==> config.mk <==
export PLATFORM = sky130hd
export DESIGN_NAME = tls_selector
export DESIGN_NICKNAME = d
export VERILOG_FILES = /design/src/rtl/tls_pkg.sv /design/src/rtl/tls_selector.sv
export SDC_FILE = /design/constraint.sdc
export NUM_CORES = 1
export LEC_CHECK = 0
export ABC_AREA = 1
export BUFFER_PORTS_ARGS = -buffer_cell sky130_fd_sc_hd__buf_2
export CORE_UTILIZATION = 40
export CTS_BUF_LIST = sky130_fd_sc_hd__clkbuf_4 sky130_fd_sc_hd__clkbuf_8
export DETAILED_ROUTE_END_ITERATION = 10
export GPL_ROUTABILITY_DRIVEN = 0
export SLEW_MARGIN = 20
export SYNTH_ARGS = -nofsm -noshare
export SYNTH_HDL_FRONTEND = slang
export SYNTH_SLANG_ARGS = --single-unit
==> constraint.sdc <==
create_clock -name mclk -period 11.6 [get_ports mclk]
set_clock_uncertainty 0.15 [all_clocks]
set_input_delay 1.74 -clock mclk [delete_from_list [all_inputs] [get_ports mclk]]
set_output_delay 1.74 -clock mclk [all_outputs]
set_load 0.005 [all_outputs]
==> src/rtl/tls_pkg.sv <==
// Constants, register map and carrier types of the torque limit selector.
// Operation
// - Forward and reverse torque of a rotary motor always capped by their internal limit settings.
// - Rotary internal limits accept 0 to 800 percent, default 800, immediate.
// - Linear force limits accept 0 to 800 percent, default 30, immediate.
// - Forward input on: smaller of forward internal and external limit applies.
// - Reverse input on: smaller of reverse internal and external limit applies.
// - Linear motors use force limits in place of internal torque limits.
// - Any applied limit above motor maximum torque is clamped to it.
// - In speed or position control a command enables a parameter torque limit.
// - External limits accept 0 to 800 percent, default 100, immediate.
package tls_pkg;

  localparam int AW = 8;
  localparam int DW = 16;
  localparam int PW = 10;
  localparam int NCFG = 8;
  localparam int NTERM = 8;

  // Largest accepted percentage; writes above it saturate.
  localparam logic [PW-1:0] PCT_MAX = 10'h320;

  // Percentage register indices; byte offset is four times the index.
  localparam logic [2:0] IDX_FWD_INT = 3'h0;
  localparam logic [2:0] IDX_REV_INT = 3'h1;
  localparam logic [2:0] IDX_FWD_EXT = 3'h2;
  localparam logic [2:0] IDX_REV_EXT = 3'h3;
  localparam logic [2:0] IDX_FWD_FORCE = 3'h4;
  localparam logic [2:0] IDX_REV_FORCE = 3'h5;
  localparam logic [2:0] IDX_MOTOR_MAX = 3'h6;
  localparam logic [2:0] IDX_CW_LIMIT = 3'h7;

  localparam logic [AW-1:0] OFF_CTRL = 8'h20;
  localparam logic [AW-1:0] OFF_ALLOC = 8'h24;
  localparam logic [AW-1:0] OFF_STATUS = 8'h28;
  localparam logic [AW-1:0] OFF_FWD_ACT = 8'h2C;
  localparam logic [AW-1:0] OFF_REV_ACT = 8'h30;

  // Reset values, entry 7 first.
  localparam logic [NCFG-1:0][PW-1:0] CFG_RST = {10'h064, 10'h320, 10'h01E, 10'h01E,
                                                 10'h064, 10'h064, 10'h320, 10'h320};

  // Control register fields.
  localparam int CTRL_LIN_BIT = 0;
  localparam int CTRL_MODE_LSB = 1;
  localparam int CTRL_CW_BIT = 3;
  localparam logic [3:0] CTRL_RST = 4'h0;

  // Allocation register: terminal number per direction, bit 3 set means unallocated.
  localparam int ALLOC_FWD_LSB = 0;
  localparam int ALLOC_REV_LSB = 4;
  localparam logic [7:0] ALLOC_RST = 8'h88;

  typedef enum logic [1:0] {
    TLS_MODE_SPEED = 2'b00,
    TLS_MODE_POSITION = 2'b01,
    TLS_MODE_TORQUE = 2'b10
  } tls_mode_t;

  typedef struct packed {
    logic [AW-1:0] addr;
    logic [DW-1:0] wdata;
    logic wr;
    logic rd;
  } tls_bus_t;

  typedef struct packed {
    logic [PW-1:0] fwd;
    logic [PW-1:0] rev;
  } tls_lim_t;

  typedef struct packed {
    logic [NCFG-1:0][PW-1:0] cfg;
    logic [3:0] ctrl;
    logic [7:0] alloc;
    logic [NTERM-1:0] sync1;
    logic [NTERM-1:0] sync2;
    logic fwd_on;
    logic rev_on;
    tls_lim_t lim;
    logic [DW-1:0] rdata;
  } tls_state_t;

endpackage : tls_pkg

==> src/rtl/tls_selector.sv <==
// Torque limit selector: register port, terminal sampling and per-direction limit choice.
//
// The implementer's own choices: the strobed register port and the register addresses.
`timescale 1ns/100ps
module tls_selector
  import tls_pkg::*;
(
  // Clock and reset.
  input wire logic mclk,
  input wire logic rst_n,
  // Register port.
  input wire tls_bus_t bus,
  output logic [DW-1:0] rdata,
  // Input terminals, high while closed.
  input wire logic [NTERM-1:0] term_in,
  // Applied limits in percent.
  output tls_lim_t lim
);

  tls_state_t s_q;
  tls_state_t s_d;
  logic [PW-1:0] wval;
  logic [PW-1:0] fwd_base;
  logic [PW-1:0] rev_base;
  logic [PW-1:0] fwd_new;
  logic [PW-1:0] rev_new;
  logic [3:0] fwd_term;
  logic [3:0] rev_term;
  logic cw_act;
  logic in_cfg;

  always_comb begin
    s_d = s_q;
    s_d.sync1 = term_in;
    s_d.sync2 = s_q.sync1;
    wval = (bus.wdata > DW'(PCT_MAX)) ? PCT_MAX : bus.wdata[PW-1:0];
    in_cfg = (bus.addr[AW-1:5] == 3'h0) && (bus.addr[1:0] == 2'h0);
    if (bus.wr) begin
      if (in_cfg) begin
        s_d.cfg[bus.addr[4:2]] = wval;
      end else if (bus.addr == OFF_CTRL) begin
        s_d.ctrl = bus.wdata[3:0];
      end else if (bus.addr == OFF_ALLOC) begin
        s_d.alloc = bus.wdata[7:0];
      end
    end
    fwd_term = s_q.alloc[ALLOC_FWD_LSB +: 4];
    rev_term = s_q.alloc[ALLOC_REV_LSB +: 4];
    s_d.fwd_on = !fwd_term[3] && s_q.sync2[fwd_term[2:0]];
    s_d.rev_on = !rev_term[3] && s_q.sync2[rev_term[2:0]];
    fwd_base = s_q.ctrl[CTRL_LIN_BIT] ? s_q.cfg[IDX_FWD_FORCE] : s_q.cfg[IDX_FWD_INT];
    rev_base = s_q.ctrl[CTRL_LIN_BIT] ? s_q.cfg[IDX_REV_FORCE] : s_q.cfg[IDX_REV_INT];
    cw_act = s_q.ctrl[CTRL_CW_BIT] && (s_q.ctrl[CTRL_MODE_LSB +: 2] != TLS_MODE_TORQUE);
    // Internal limit, or force limit for a linear motor, is the starting cap.
    fwd_new = fwd_base;
    rev_new = rev_base;
    if (s_q.fwd_on && (s_q.cfg[IDX_FWD_EXT] < fwd_new)) begin
      fwd_new = s_q.cfg[IDX_FWD_EXT];
    end
    if (s_q.rev_on && (s_q.cfg[IDX_REV_EXT] < rev_new)) begin
      rev_new = s_q.cfg[IDX_REV_EXT];
    end
    if (cw_act && (s_q.cfg[IDX_CW_LIMIT] < fwd_new)) begin
      fwd_new = s_q.cfg[IDX_CW_LIMIT];
    end
    if (cw_act && (s_q.cfg[IDX_CW_LIMIT] < rev_new)) begin
      rev_new = s_q.cfg[IDX_CW_LIMIT];
    end
    if (s_q.cfg[IDX_MOTOR_MAX] < fwd_new) begin
      fwd_new = s_q.cfg[IDX_MOTOR_MAX];
    end
    if (s_q.cfg[IDX_MOTOR_MAX] < rev_new) begin
      rev_new = s_q.cfg[IDX_MOTOR_MAX];
    end
    s_d.lim.fwd = fwd_new;
    s_d.lim.rev = rev_new;
    // Read data stands only in the cycle after the strobe; unmapped reads give zero.
    s_d.rdata = '0;
    if (bus.rd) begin
      if ((bus.addr[AW-1:5] == 3'h0) && (bus.addr[1:0] == 2'h0)) begin
        s_d.rdata = DW'(s_q.cfg[bus.addr[4:2]]);
      end else if (bus.addr == OFF_CTRL) begin
        s_d.rdata = DW'(s_q.ctrl);
      end else if (bus.addr == OFF_ALLOC) begin
        s_d.rdata = DW'(s_q.alloc);
      end else if (bus.addr == OFF_STATUS) begin
        s_d.rdata = DW'({cw_act, s_q.rev_on, s_q.fwd_on});
      end else if (bus.addr == OFF_FWD_ACT) begin
        s_d.rdata = DW'(s_q.lim.fwd);
      end else if (bus.addr == OFF_REV_ACT) begin
        s_d.rdata = DW'(s_q.lim.rev);
      end
    end
  end

  always_ff @(posedge mclk or negedge rst_n) begin
    if (!rst_n) begin
      s_q.cfg <= CFG_RST;
      s_q.ctrl <= CTRL_RST;
      s_q.alloc <= ALLOC_RST;
      s_q.sync1 <= '0;
      s_q.sync2 <= '0;
      s_q.fwd_on <= 1'b0;
      s_q.rev_on <= 1'b0;
      s_q.lim.fwd <= CFG_RST[IDX_MOTOR_MAX];
      s_q.lim.rev <= CFG_RST[IDX_MOTOR_MAX];
      s_q.rdata <= '0;
    end else begin
      s_q <= s_d;
    end
  end

  assign rdata = s_q.rdata;
  assign lim = s_q.lim;
endmodule : tls_selector

### Word-level counts from Yosys, hierarchy flattened

Index checks and enable logic that the tools add are counted.

| operators by class | value |
|---|---|
| $lt $le $gt $ge | 11 |
| eq/ne operators | 6 |
| multiplexer cells | 25 |
| bitwise logic cells | 2 |
| reductions and logical operators | 16 |

Operators with widths:

| kind | number |
|---|---|
| 10-bit 2-to-1 mux | 18 |
| 80-bit bitwise mux | 1 |
| 10-bit less-than comparator | 6 |
| 8-bit by 6-bit equality test with 1-bit output (second input constant) | 5 |
| 10-bit binary-select mux with 3-bit select | 1 |
| 10-bit demux with 3-bit select | 1 |
| 16-bit by 10-bit greater-than comparator with 1-bit output (second input constant) | 1 |
| 3-bit by 4-bit less-than comparator with 1-bit output (second input constant) | 3 |
| 1-bit logical AND | 9 |
| 1-bit binary-select mux with 3-bit select | 2 |
| 4-bit AND reduction | 1 |
| 3-bit by 1-bit greater-or-equal comparator with 1-bit output (second input constant) | 1 |
| 3-bit logical NOT | 1 |
| 3-bit AND reduction | 1 |
| 1-bit logical NOT | 2 |
| 2-bit logical NOT | 1 |
| 1-bit 2-to-1 mux | 2 |
| 2-bit != test (second input constant) | 1 |
| 1-bit inverter | 2 |
| 2-bit AND reduction | 1 |

| word-level totals | value |
|---|---|
| bits in registers | 146 |
| input port bits | 36 |
| output and inout bits | 36 |

### Logic depth before layout (Yosys ltp)

Gate-level depths: netlist of run 1.

| logic depth | value |
|---|---|
| word-level depth | 9 |
| depth in mapped cells | 36 |
| mapped depth without buffers | 32 |

### Least setup slack after synthesis of run 1

Ideal clock, no wire load.

| path | value |
|---|---|
| path kind | reg-to-reg |
| from | register s_q[62] in the netlist's numbering |
| to | register, netlist name lim[0] |
| library setup time | 0.066 ns |
| data arrival time | 5.074 ns |
| data required time | 11.384 ns |
| setup slack | 6.310 ns |
| stages on the path, launching flop included | 33 |
| period minus slack after synthesis | 5.290 ns |
| cell sequence | dfrtp_1 > buf_6 > buf_2 > clkbuf_1 > mux2i_1 > ha_1 > nand3_1 > nand3_1 > nor2_2 > nand2_4 > clkbuf_1 > nand2_1 > o21ai_0 > ha_1 > nand2_1 > inv_1 > nand3_1 > nor2_1 > nand2_1 > nor2_1 > a21oi_2 > nand2_2 > buf_4 > inv_1 > o21ai_0 > inv_1 > ha_1 > a21oi_1 > nor2_1 > a2111oi_0 > clkbuf_1 > nand3_1 > nand2_1 |

| on the way | value |
|---|---|
| cells in the longest elaborated chain, start to end | 9 |

Ends and longest elaborated chain:

| item | line | source |
|---|---|---|
| start: declaration | tls_selector.sv:20 | `tls_state_t s_q;` |
| 10-bit 2-to-1 mux (*) | tls_selector.sv:52 | `rev_base = s_q.ctrl[CTRL_LIN_BIT] ? s_q.cfg[IDX_REV_FORCE] : s_q.cfg[IDX_REV_INT];` |
| 10-bit less-than comparator | tls_selector.sv:60 | `if (s_q.rev_on && (s_q.cfg[IDX_REV_EXT] < rev_new)) begin` |
| 1-bit logical AND | tls_selector.sv:60 |  |
| 10-bit 2-to-1 mux (*) | tls_selector.sv:60 |  |
| 10-bit less-than comparator | tls_selector.sv:66 | `if (cw_act && (s_q.cfg[IDX_CW_LIMIT] < rev_new)) begin` |
| 1-bit logical AND | tls_selector.sv:66 |  |
| 10-bit 2-to-1 mux (*) | tls_selector.sv:66 |  |
| 10-bit less-than comparator | tls_selector.sv:72 | `if (s_q.cfg[IDX_MOTOR_MAX] < rev_new) begin` |
| 10-bit 2-to-1 mux (*) | tls_selector.sv:72 |  |
| named net rev_new[0] | tls_selector.sv:26 | `logic [PW-1:0] rev_new;` |

Mark *: on every way through the listed nets, which the timed path passes. The rest lies on a longest branch.
A chain may end at the register's enable or synchronous reset.

### Final worst setup path of run 1

| path | value |
|---|---|
| from | register s_q[62] in the netlist's numbering |
| to | register, netlist name lim[3] |

| on the way | value |
|---|---|
| cells in the longest elaborated chain, start to end | 9 |

Ends and longest elaborated chain:

| item | line |
|---|---|
| 10-bit 2-to-1 mux (*) | tls_selector.sv:52 |
| 10-bit less-than comparator | tls_selector.sv:60 |
| 1-bit logical AND | tls_selector.sv:60 |
| 10-bit 2-to-1 mux (*) | tls_selector.sv:60 |
| 10-bit less-than comparator | tls_selector.sv:66 |
| 1-bit logical AND | tls_selector.sv:66 |
| 10-bit 2-to-1 mux (*) | tls_selector.sv:66 |
| 10-bit less-than comparator | tls_selector.sv:72 |
| 10-bit 2-to-1 mux (*) | tls_selector.sv:72 |
| named net rev_new[3] | tls_selector.sv:26 |

Marked as above.

==> Flow_metrics.wiki, run 1 <==
{| class="wikitable"
! Metric !! Value
|-
| Clock input transition at the sequential cells of the worst setup and hold paths || ~0.090 ns
|-
| Resized cells post-CTS || 0
|-
| Total number of clock tree sinks || 140
|-
| Run status || complete, no violations
|-
| Buffer and inverter count on the worst path || 3
|-
| Share of total power in sequential cells || 0.434
|-
| Hold Path Class || flip-flop to flip-flop
|-
| Number of buffers inserted by hold repair at cts || 0
|-
| Number of design rule violations left after detail routing || 0
|-
| Top cell type's share of synthesized area || 0.320
|-
| Signed area change from the synthesized netlist to the final layout || 7.89%
|-
| Synth Warn # || 0
|-
| Synth Area per Inst || around 8.0 um^2
|-
| Vias per Instance || 5.36
|-
| Worst-case clock buffer depth || 2
|-
| Required time of the worst setup path || around 12 ns
|-
| Count leader, synth || nand2_1
|-
| Root Buffer Master || clkbuf_8
|-
| Largest area contributor in the netlist || dfrtp_1
|-
| Count of buffers inserted at the top-level ports || 65
|-
| Synth unique cells || between 40 and 50
|-
| Switching share of power || 0.374
|-
| Worst slack, placed || 5.26 ns
|-
| Setup repair after global routing missed its margin || no
|-
| Critical Path Source Type || flip-flop
|-
| Total vias in the final route || 7,207
|-
| Number of search-and-repair iterations in the first detailed-routing pass || 7
|-
| Postcts setup bufs || 0
|-
| Clock share of power || 0.301
|-
| Power per cell area || between 100 and 150 nW/um^2
|-
| Leading post-synthesis cells by instance count || 274 x nand2_1, 157 x o21ai_0, 106 x dfrtp_1
|-
| Post-route setup TNS || 0 ns
|-
| Cell count after synthesis || between 1,000 and 1,500
|-
| Least-Margin Pin Slew || about 1.1 ns
|-
| Peak Freq || about 150 MHz
|-
| Total internal power || 796 uW
|-
| Crit path time final || 6.51 ns
|-
| Highest-delay cell along the critical path || dfrtp_1
|-
| Main flop type after synthesis || dfrtp_1
|-
| Pins Over Slew Limit || 0
|-
| Net total in the final layout || about 1,200
|-
| Final Cycle Share || 0.561
|-
| Stage delay of the slowest cell on the critical path || 1.09 ns
|-
| Number of hold violations in the final report || 0
|-
| Category of the most critical setup path || flip-flop to flip-flop
|-
| Final worst setup slack || 5.09 ns
|-
| Cell Rows || 52
|-
| Top cells by area in the synthesized netlist || dfrtp_1 32%, nand2_1 12%, dfstp_2 11%
|-
| CORE AREA || between 20,000 and 25,000 um^2
|-
| Largest net degree at the start of global routing || 80
|-
| Switching Power || 475 uW
|-
| Antenna diodes || 0
|-
| Vias in the first global route || 6,584
|-
| Netlist area before placement || 8300 um^2
|-
| Share of post-route cells with drive strength above 1 || 0.151
|-
| Clk_lat worst skew || about 0.47 ns
|-
| Critical path fanouts, max || 26
|-
| Leakage || between 0.004 and 0.005 uW
|-
| Vertical extent of the die || roughly 150 um
|-
| CTS tree || built
|-
| Max-cap violations || 0
|-
| Overall routing resource usage || 0.240
|-
| H-tree Lvls || 4
|-
| Crit path DAT || about 6.7 ns
|-
| CP endpoint kind || flip-flop
|-
| Fillers || 2,059
|-
| First-pass GRT wire length || between 30,000 and 40,000 um
|-
| Instance area after placement || roughly 8600 um^2
|-
| Sequential share of the synthesized area || 0.427
|-
| I/O Pins || between 70 and 80
|-
| Layout Cell Area excl Fill || between 8000 and 9000 um^2
|-
| Cell family contributing the most delay on the critical path || compound AO/OA/AOI/OAI gates
|-
| Crit path top cell by count || nand2_1
|-
| Count of antenna-violating nets left after detailed routing || 0
|-
| Iter 0 DRT Violations || between 500 and 600
|-
| Initial standard-cell utilization of the core || 0.409
|-
| Overflow left after global routing || 0
|-
| Share of async-settable or async-resettable flops after synthesis || 1.00
|-
| Antenna violations before repair || 0
|-
| Chip width || 146 um
|-
| Detailed placement HPWL || about 19,000 um
|-
| WL/cell || roughly 19 um
|-
| Tightest slew margin relative to the limit || 0.261
|-
| Total die area || about 21,000 um^2
|-
| Number of enable-type register cells in the synthesized netlist || 0
|-
| VDD IR-drop max || 74.8 uV
|-
| TritonCTS Buffers || 17
|-
| Detailed-route wire length || about 25,000 um
|-
| Final number of setup-violating endpoints || 0
|-
| Fraction of power consumed by combinational cells || 0.265
|-
| Number of register bits inferred by synthesis || 140
|}
-- cell type report --
cell class,instances,area (um^2),share of cell area
inverter,106,400,0.0447
clock buffer,18,248,0.0277
clock inverter,14,126,0.0141
timing repair buffer,68,358,0.0400
sequential,140,3550,0.396
multi-input combinational,729,3930,0.440
tap,270,338,0.0377
-- worst paths after layout --
kind	start	endpoint	slack (ns)	cells after the start
min in group asynchronous	rst_n	s_q[41]$_DFF_PN0_	1.07	1
setup / recovery	s_q[62]$_DFFE_PN0P_	lim[3]$_DFF_PN0_	5.09	26
hold / removal	s_d[42]$_DFF_PN0_	s_q[42]$_DFF_PN0_	0.20	0
setup reg to reg	s_q[62]$_DFFE_PN0P_	lim[3]$_DFF_PN0_	5.09	26
hold reg to reg	s_d[42]$_DFF_PN0_	s_q[42]$_DFF_PN0_	0.20	0
max in group asynchronous	rst_n	s_q[76]$_DFFE_PN0P_	9.11	2
-- cell families after synthesis --
group,after synthesis,share of synthesized area
compound gates,252,0.171
flops,140,0.427
buf+inv,179,0.101
mux,14,0.0173
fa+ha+maj,52,0.0784
simple gates,405,0.204
other cells,1,0.000452
-- flip-flops by register name, summed over array words and instances, names as in the netlist --
| signal | flops |
|---|---|
| lim | 20 |
| rev_term | 4 |
| fwd_term | 4 |
| s_d | 8 |
| s_q | 94 |
| rdata | 10 |
-- per-layer routing --
layer  share of wire  track usage
met3           0.071       0.0528
met5               0            0
met1            0.46        0.339
met2            0.44        0.355
met4           0.032       0.0990
-- worst reg2reg max path, cell delays in order, from the launching register on --
cell	delay [ns]
dfrtp_1	1.09
mux2i_1	0.56
ha_1	0.32
nand2_1	0.06
inv_1	0.05
nand2_1	0.06
a21oi_1	0.07
nor2_2	0.19
nand2_4	0.16
o21ai_0	0.40
ha_1	0.33
nand2_1	0.06
inv_1	0.03
o21ai_0	0.14
nand3_1	0.11
a21oi_2	0.16
nand2_2	0.19
o21ai_0	0.30
ha_1	0.30
nand2_1	0.07
inv_1	0.06
nand3_1	0.07
a31oi_1	0.10
a2111oi_2	0.80
nand2_2	0.31
nand2_1	0.14
nand2_1	0.09
-- per-stage QoR --
step            util  hold slack [ns]  instances  power, uW
2_1_floorplan      -            0.181       1048        810
3_5_place_dp   0.422            0.185       1313        891
4_1_cts        0.441            0.205       1345       1270
3_3_place_gp   0.422            0.182       1313        888
5_1_grt        0.441            0.210       1345       1350
6_report       0.441            0.201       1345       1270
-- power groups by stage --
stage | logic (uW) | clock network (uW) | registers, uW
after CTS | 332 | 390 | 551
after detailed placement | 331 | 0 | 561
final | 337 | 383 | 552
after floorplan | 262 | 0 | 547
after global routing | 383 | 409 | 555
after global placement | 327 | 0 | 561
-- layout by cell type (no fill, tap or decap), types with 11 or more instances in the layout --
cell      netlist  routed
a21oi_1        25      25
buf_2           1      64
clkbuf_8        0      18
dfrtp_1       106     106
dfstp_2        34      34
ha_1           52      52
inv_1         101     101
mux2i_1        11      11
nand2_1       274     274
nand3_1        64      64
nor2_1         36      36
o21ai_0       157     157
o22ai_1        34      34
Power figures use the tool's default switching activity.
==> inputs of run 2 (changes only) <==
clock period = 5.9 ns   (was 11.6 ns; I/O delays follow)
==> run 2 against run 1 <==
- clock power rose by 110%
- wire length fell by 0.10%
- worst hold slack improved by 0.0035 ns
- sequential power rose by 97%
- total power rose by 100%
- register-to-register slack got worse by 4.6 ns
- critical endpoint is now lim[10]$_DFF_PN0_
- largest power group unchanged
- highest routed layer unchanged
==> Flow_metrics.wiki, run 2 (same netlist as run 1, synthesis figures left out) <==
{| class="wikitable"
! Metric !! Value
|-
| Antenna violations before repair || 0
|-
| Critical Path Source Type || flip-flop
|-
| CTS tree || built
|-
| Clock input transition at the sequential cells of the worst setup and hold paths || approximately 0.090 ns
|-
| Share of post-route cells with drive strength above 1 || 0.156
|-
| WL/cell || 18.4 um
|-
| Startpoint of the worst register-to-register path || s_q[62]$_DFFE_PN0P_
|-
| Max-cap violations || 0
|-
| Net total in the final layout || roughly 1,200
|-
| Detailed-route wire length || 24,900 um
|-
| Crit path top cell by count || nand2_1
|-
| H-tree Lvls || 4
|-
| Postcts setup bufs || 0
|-
| Worst slack, placed || about 0.17 ns
|-
| Leakage || roughly 0.0044 uW
|-
| Number of design rule violations left after detail routing || 0
|-
| Antenna diodes || 0
|-
| Peak Freq || about 180 MHz
|-
| Final Util || 0.444
|-
| Vertical extent of the die || between 100 and 150 um
|-
| Stage delay of the slowest cell on the critical path || 0.57 ns
|-
| Final std cells w/o fill || about 1,400
|-
| Critical path fanouts, max || 19
|-
| Initial standard-cell utilization of the core || 0.409
|-
| Hold Path Class || flip-flop to flip-flop
|-
| Detailed placement HPWL || 18,800 um
|-
| Signed area change from the synthesized netlist to the final layout || 8.73%
|-
| Count of buffers inserted at the top-level ports || 65
|-
| CORE AREA || between 20,000 and 25,000 um^2
|-
| Power per cell area || 285 nW/um^2
|-
| Count of antenna-violating nets left after detailed routing || 0
|-
| Pins Over Slew Limit || 0
|-
| Most common library cell in the layout ignoring fill and taps || nand2_1
|-
| Largest net degree at the start of global routing || 94
|-
| CP endpoint kind || flip-flop
|-
| Highest-delay cell along the critical path || dfrtp_2
|-
| Overall routing resource usage || 0.243
|-
| Worst-case clock buffer depth || 2
|-
| Tightest slew margin relative to the limit || 0.353
|-
| Reg with most FFs || s_q
|-
| Clk_lat worst skew || roughly 0.46 ns
|-
| Root Buffer Master || clkbuf_8
|-
| Worst Min Path Start || s_d[39]$_DFF_PN0_
|-
| Crit path DAT || 5.62 ns
|-
| Number of flip-flops in the largest register || 94
|-
| TritonCTS Buffers || 17
|-
| Number of hold violations in the final report || 0
|-
| Number of search-and-repair iterations in the first detailed-routing pass || 7
|-
| Number of placed instances, taps included || ~1,300
|-
| Final number of setup-violating endpoints || 0
|-
| Total die area || between 20,000 and 25,000 um^2
|-
| Total vias in the final route || 7,261
|-
| Post-route setup TNS || 0 ns
|-
| I/O Pins || 72
|-
| Least-Margin Pin Slew || around 0.96 ns
|-
| VDD IR-drop max || about 150 uV
|-
| Final worst setup slack || ~0.47 ns
|-
| Vias per Instance || between 5 and 6
|-
| Category of the most critical setup path || flip-flop to flip-flop
|-
| Launching element of the worst setup path || s_q[62]$_DFFE_PN0P_
|-
| Chip width || around 150 um
|-
| Crit path time final || about 5.4 ns
|-
| Final Cycle Share || 0.921
|-
| Registers with the most flip-flops || s_q x94, lim x20, rdata x10
|-
| Vias in the first global route || 6,597
|-
| Total number of clock tree sinks || 140
|-
| Run status || complete, no violations
|-
| Cell Rows || 52
|-
| Required time of the worst setup path || 6.09 ns
|-
| First-pass GRT wire length || 38,900 um
|-
| Fillers || between 2,000 and 2,500
|-
| Setup repair after global routing missed its margin || no
|-
| Most frequent cells in the layout || 274 x nand2_1, 155 x o21ai_0, 105 x dfrtp_1
|-
| Iter 0 DRT Violations || around 670
|-
| Overflow left after global routing || 0
|}
run 2: power breakdown:
| part | internal [uW] | leakage [uW] | switching (uW) | total, uW |
|---|---|---|---|---|
| Clock | 391 | 0.000210 | 432 | 823 |
| Combinational | 223 | 0.00245 | 436 | 659 |
| Sequential | 1030 | 0.00178 | 54.9 | 1090 |
run 2: critical path, delay by kind of cell, from the launching register on:
family,cells,cell delay (ns)
compound gates,6,1.58
fa+ha+maj,3,0.92
buf+inv,2,0.32
flops,1,0.57
mux,1,0.35
simple gates,14,1.40
run 2: layer usage:
| metal | wire [um] | global-route usage |
|---|---|---|
| met4 | 586 | 0.0630 |
| met1 | 11600 | 0.349 |
| met5 | 0 | 0 |
| met3 | 1820 | 0.0628 |
| met2 | 10900 | 0.363 |
run 2: path summary, 6_finish.rpt:
check | endpoint | slack [ns] | cells after the start
max | lim[10]$_DFF_PN0_ | 0.47 | 26
min | s_q[39]$_DFF_PN0_ | 0.20 | 0
max reg2reg | lim[10]$_DFF_PN0_ | 0.47 | 26
min reg2reg | s_q[39]$_DFF_PN0_ | 0.20 | 0
max in group asynchronous | s_q[62]$_DFFE_PN0P_ | 4.10 | 2
min in group asynchronous | s_d[45]$_DFF_PN0_ | 0.35 | 1
run 2: per-stage QoR:
| stage | instance area [um^2] | total power, uW | hold slack, ns |
|---|---|---|---|
| 2_1_floorplan | 8310 | 1590 | 0.181 |
| 3_3_place_gp | 8610 | 1750 | 0.184 |
| 3_5_place_dp | 8610 | 1750 | 0.185 |
| 4_1_cts | 9020 | 2580 | 0.206 |
| 5_1_grt | 9020 | 2740 | 0.210 |
| 6_report | 9020 | 2570 | 0.205 |
run 2: what timing repair did:
action	4_1_cts	5_1_grt
endpoints found under the setup margin	0	11
resized for setup	0	3
hold buffers	0	0
run 2: layout make-up:
class,count,area (um^2),share of cell area
Clock buffer,17,234,0.0259
Clock inverter,15,175,0.0194
Inverter,106,400,0.0444
Multi-Input combinational cell,729,3930,0.436
Sequential cell,140,3550,0.393
Tap cell,270,338,0.0375
Timing Repair Buffer,73,392,0.0434
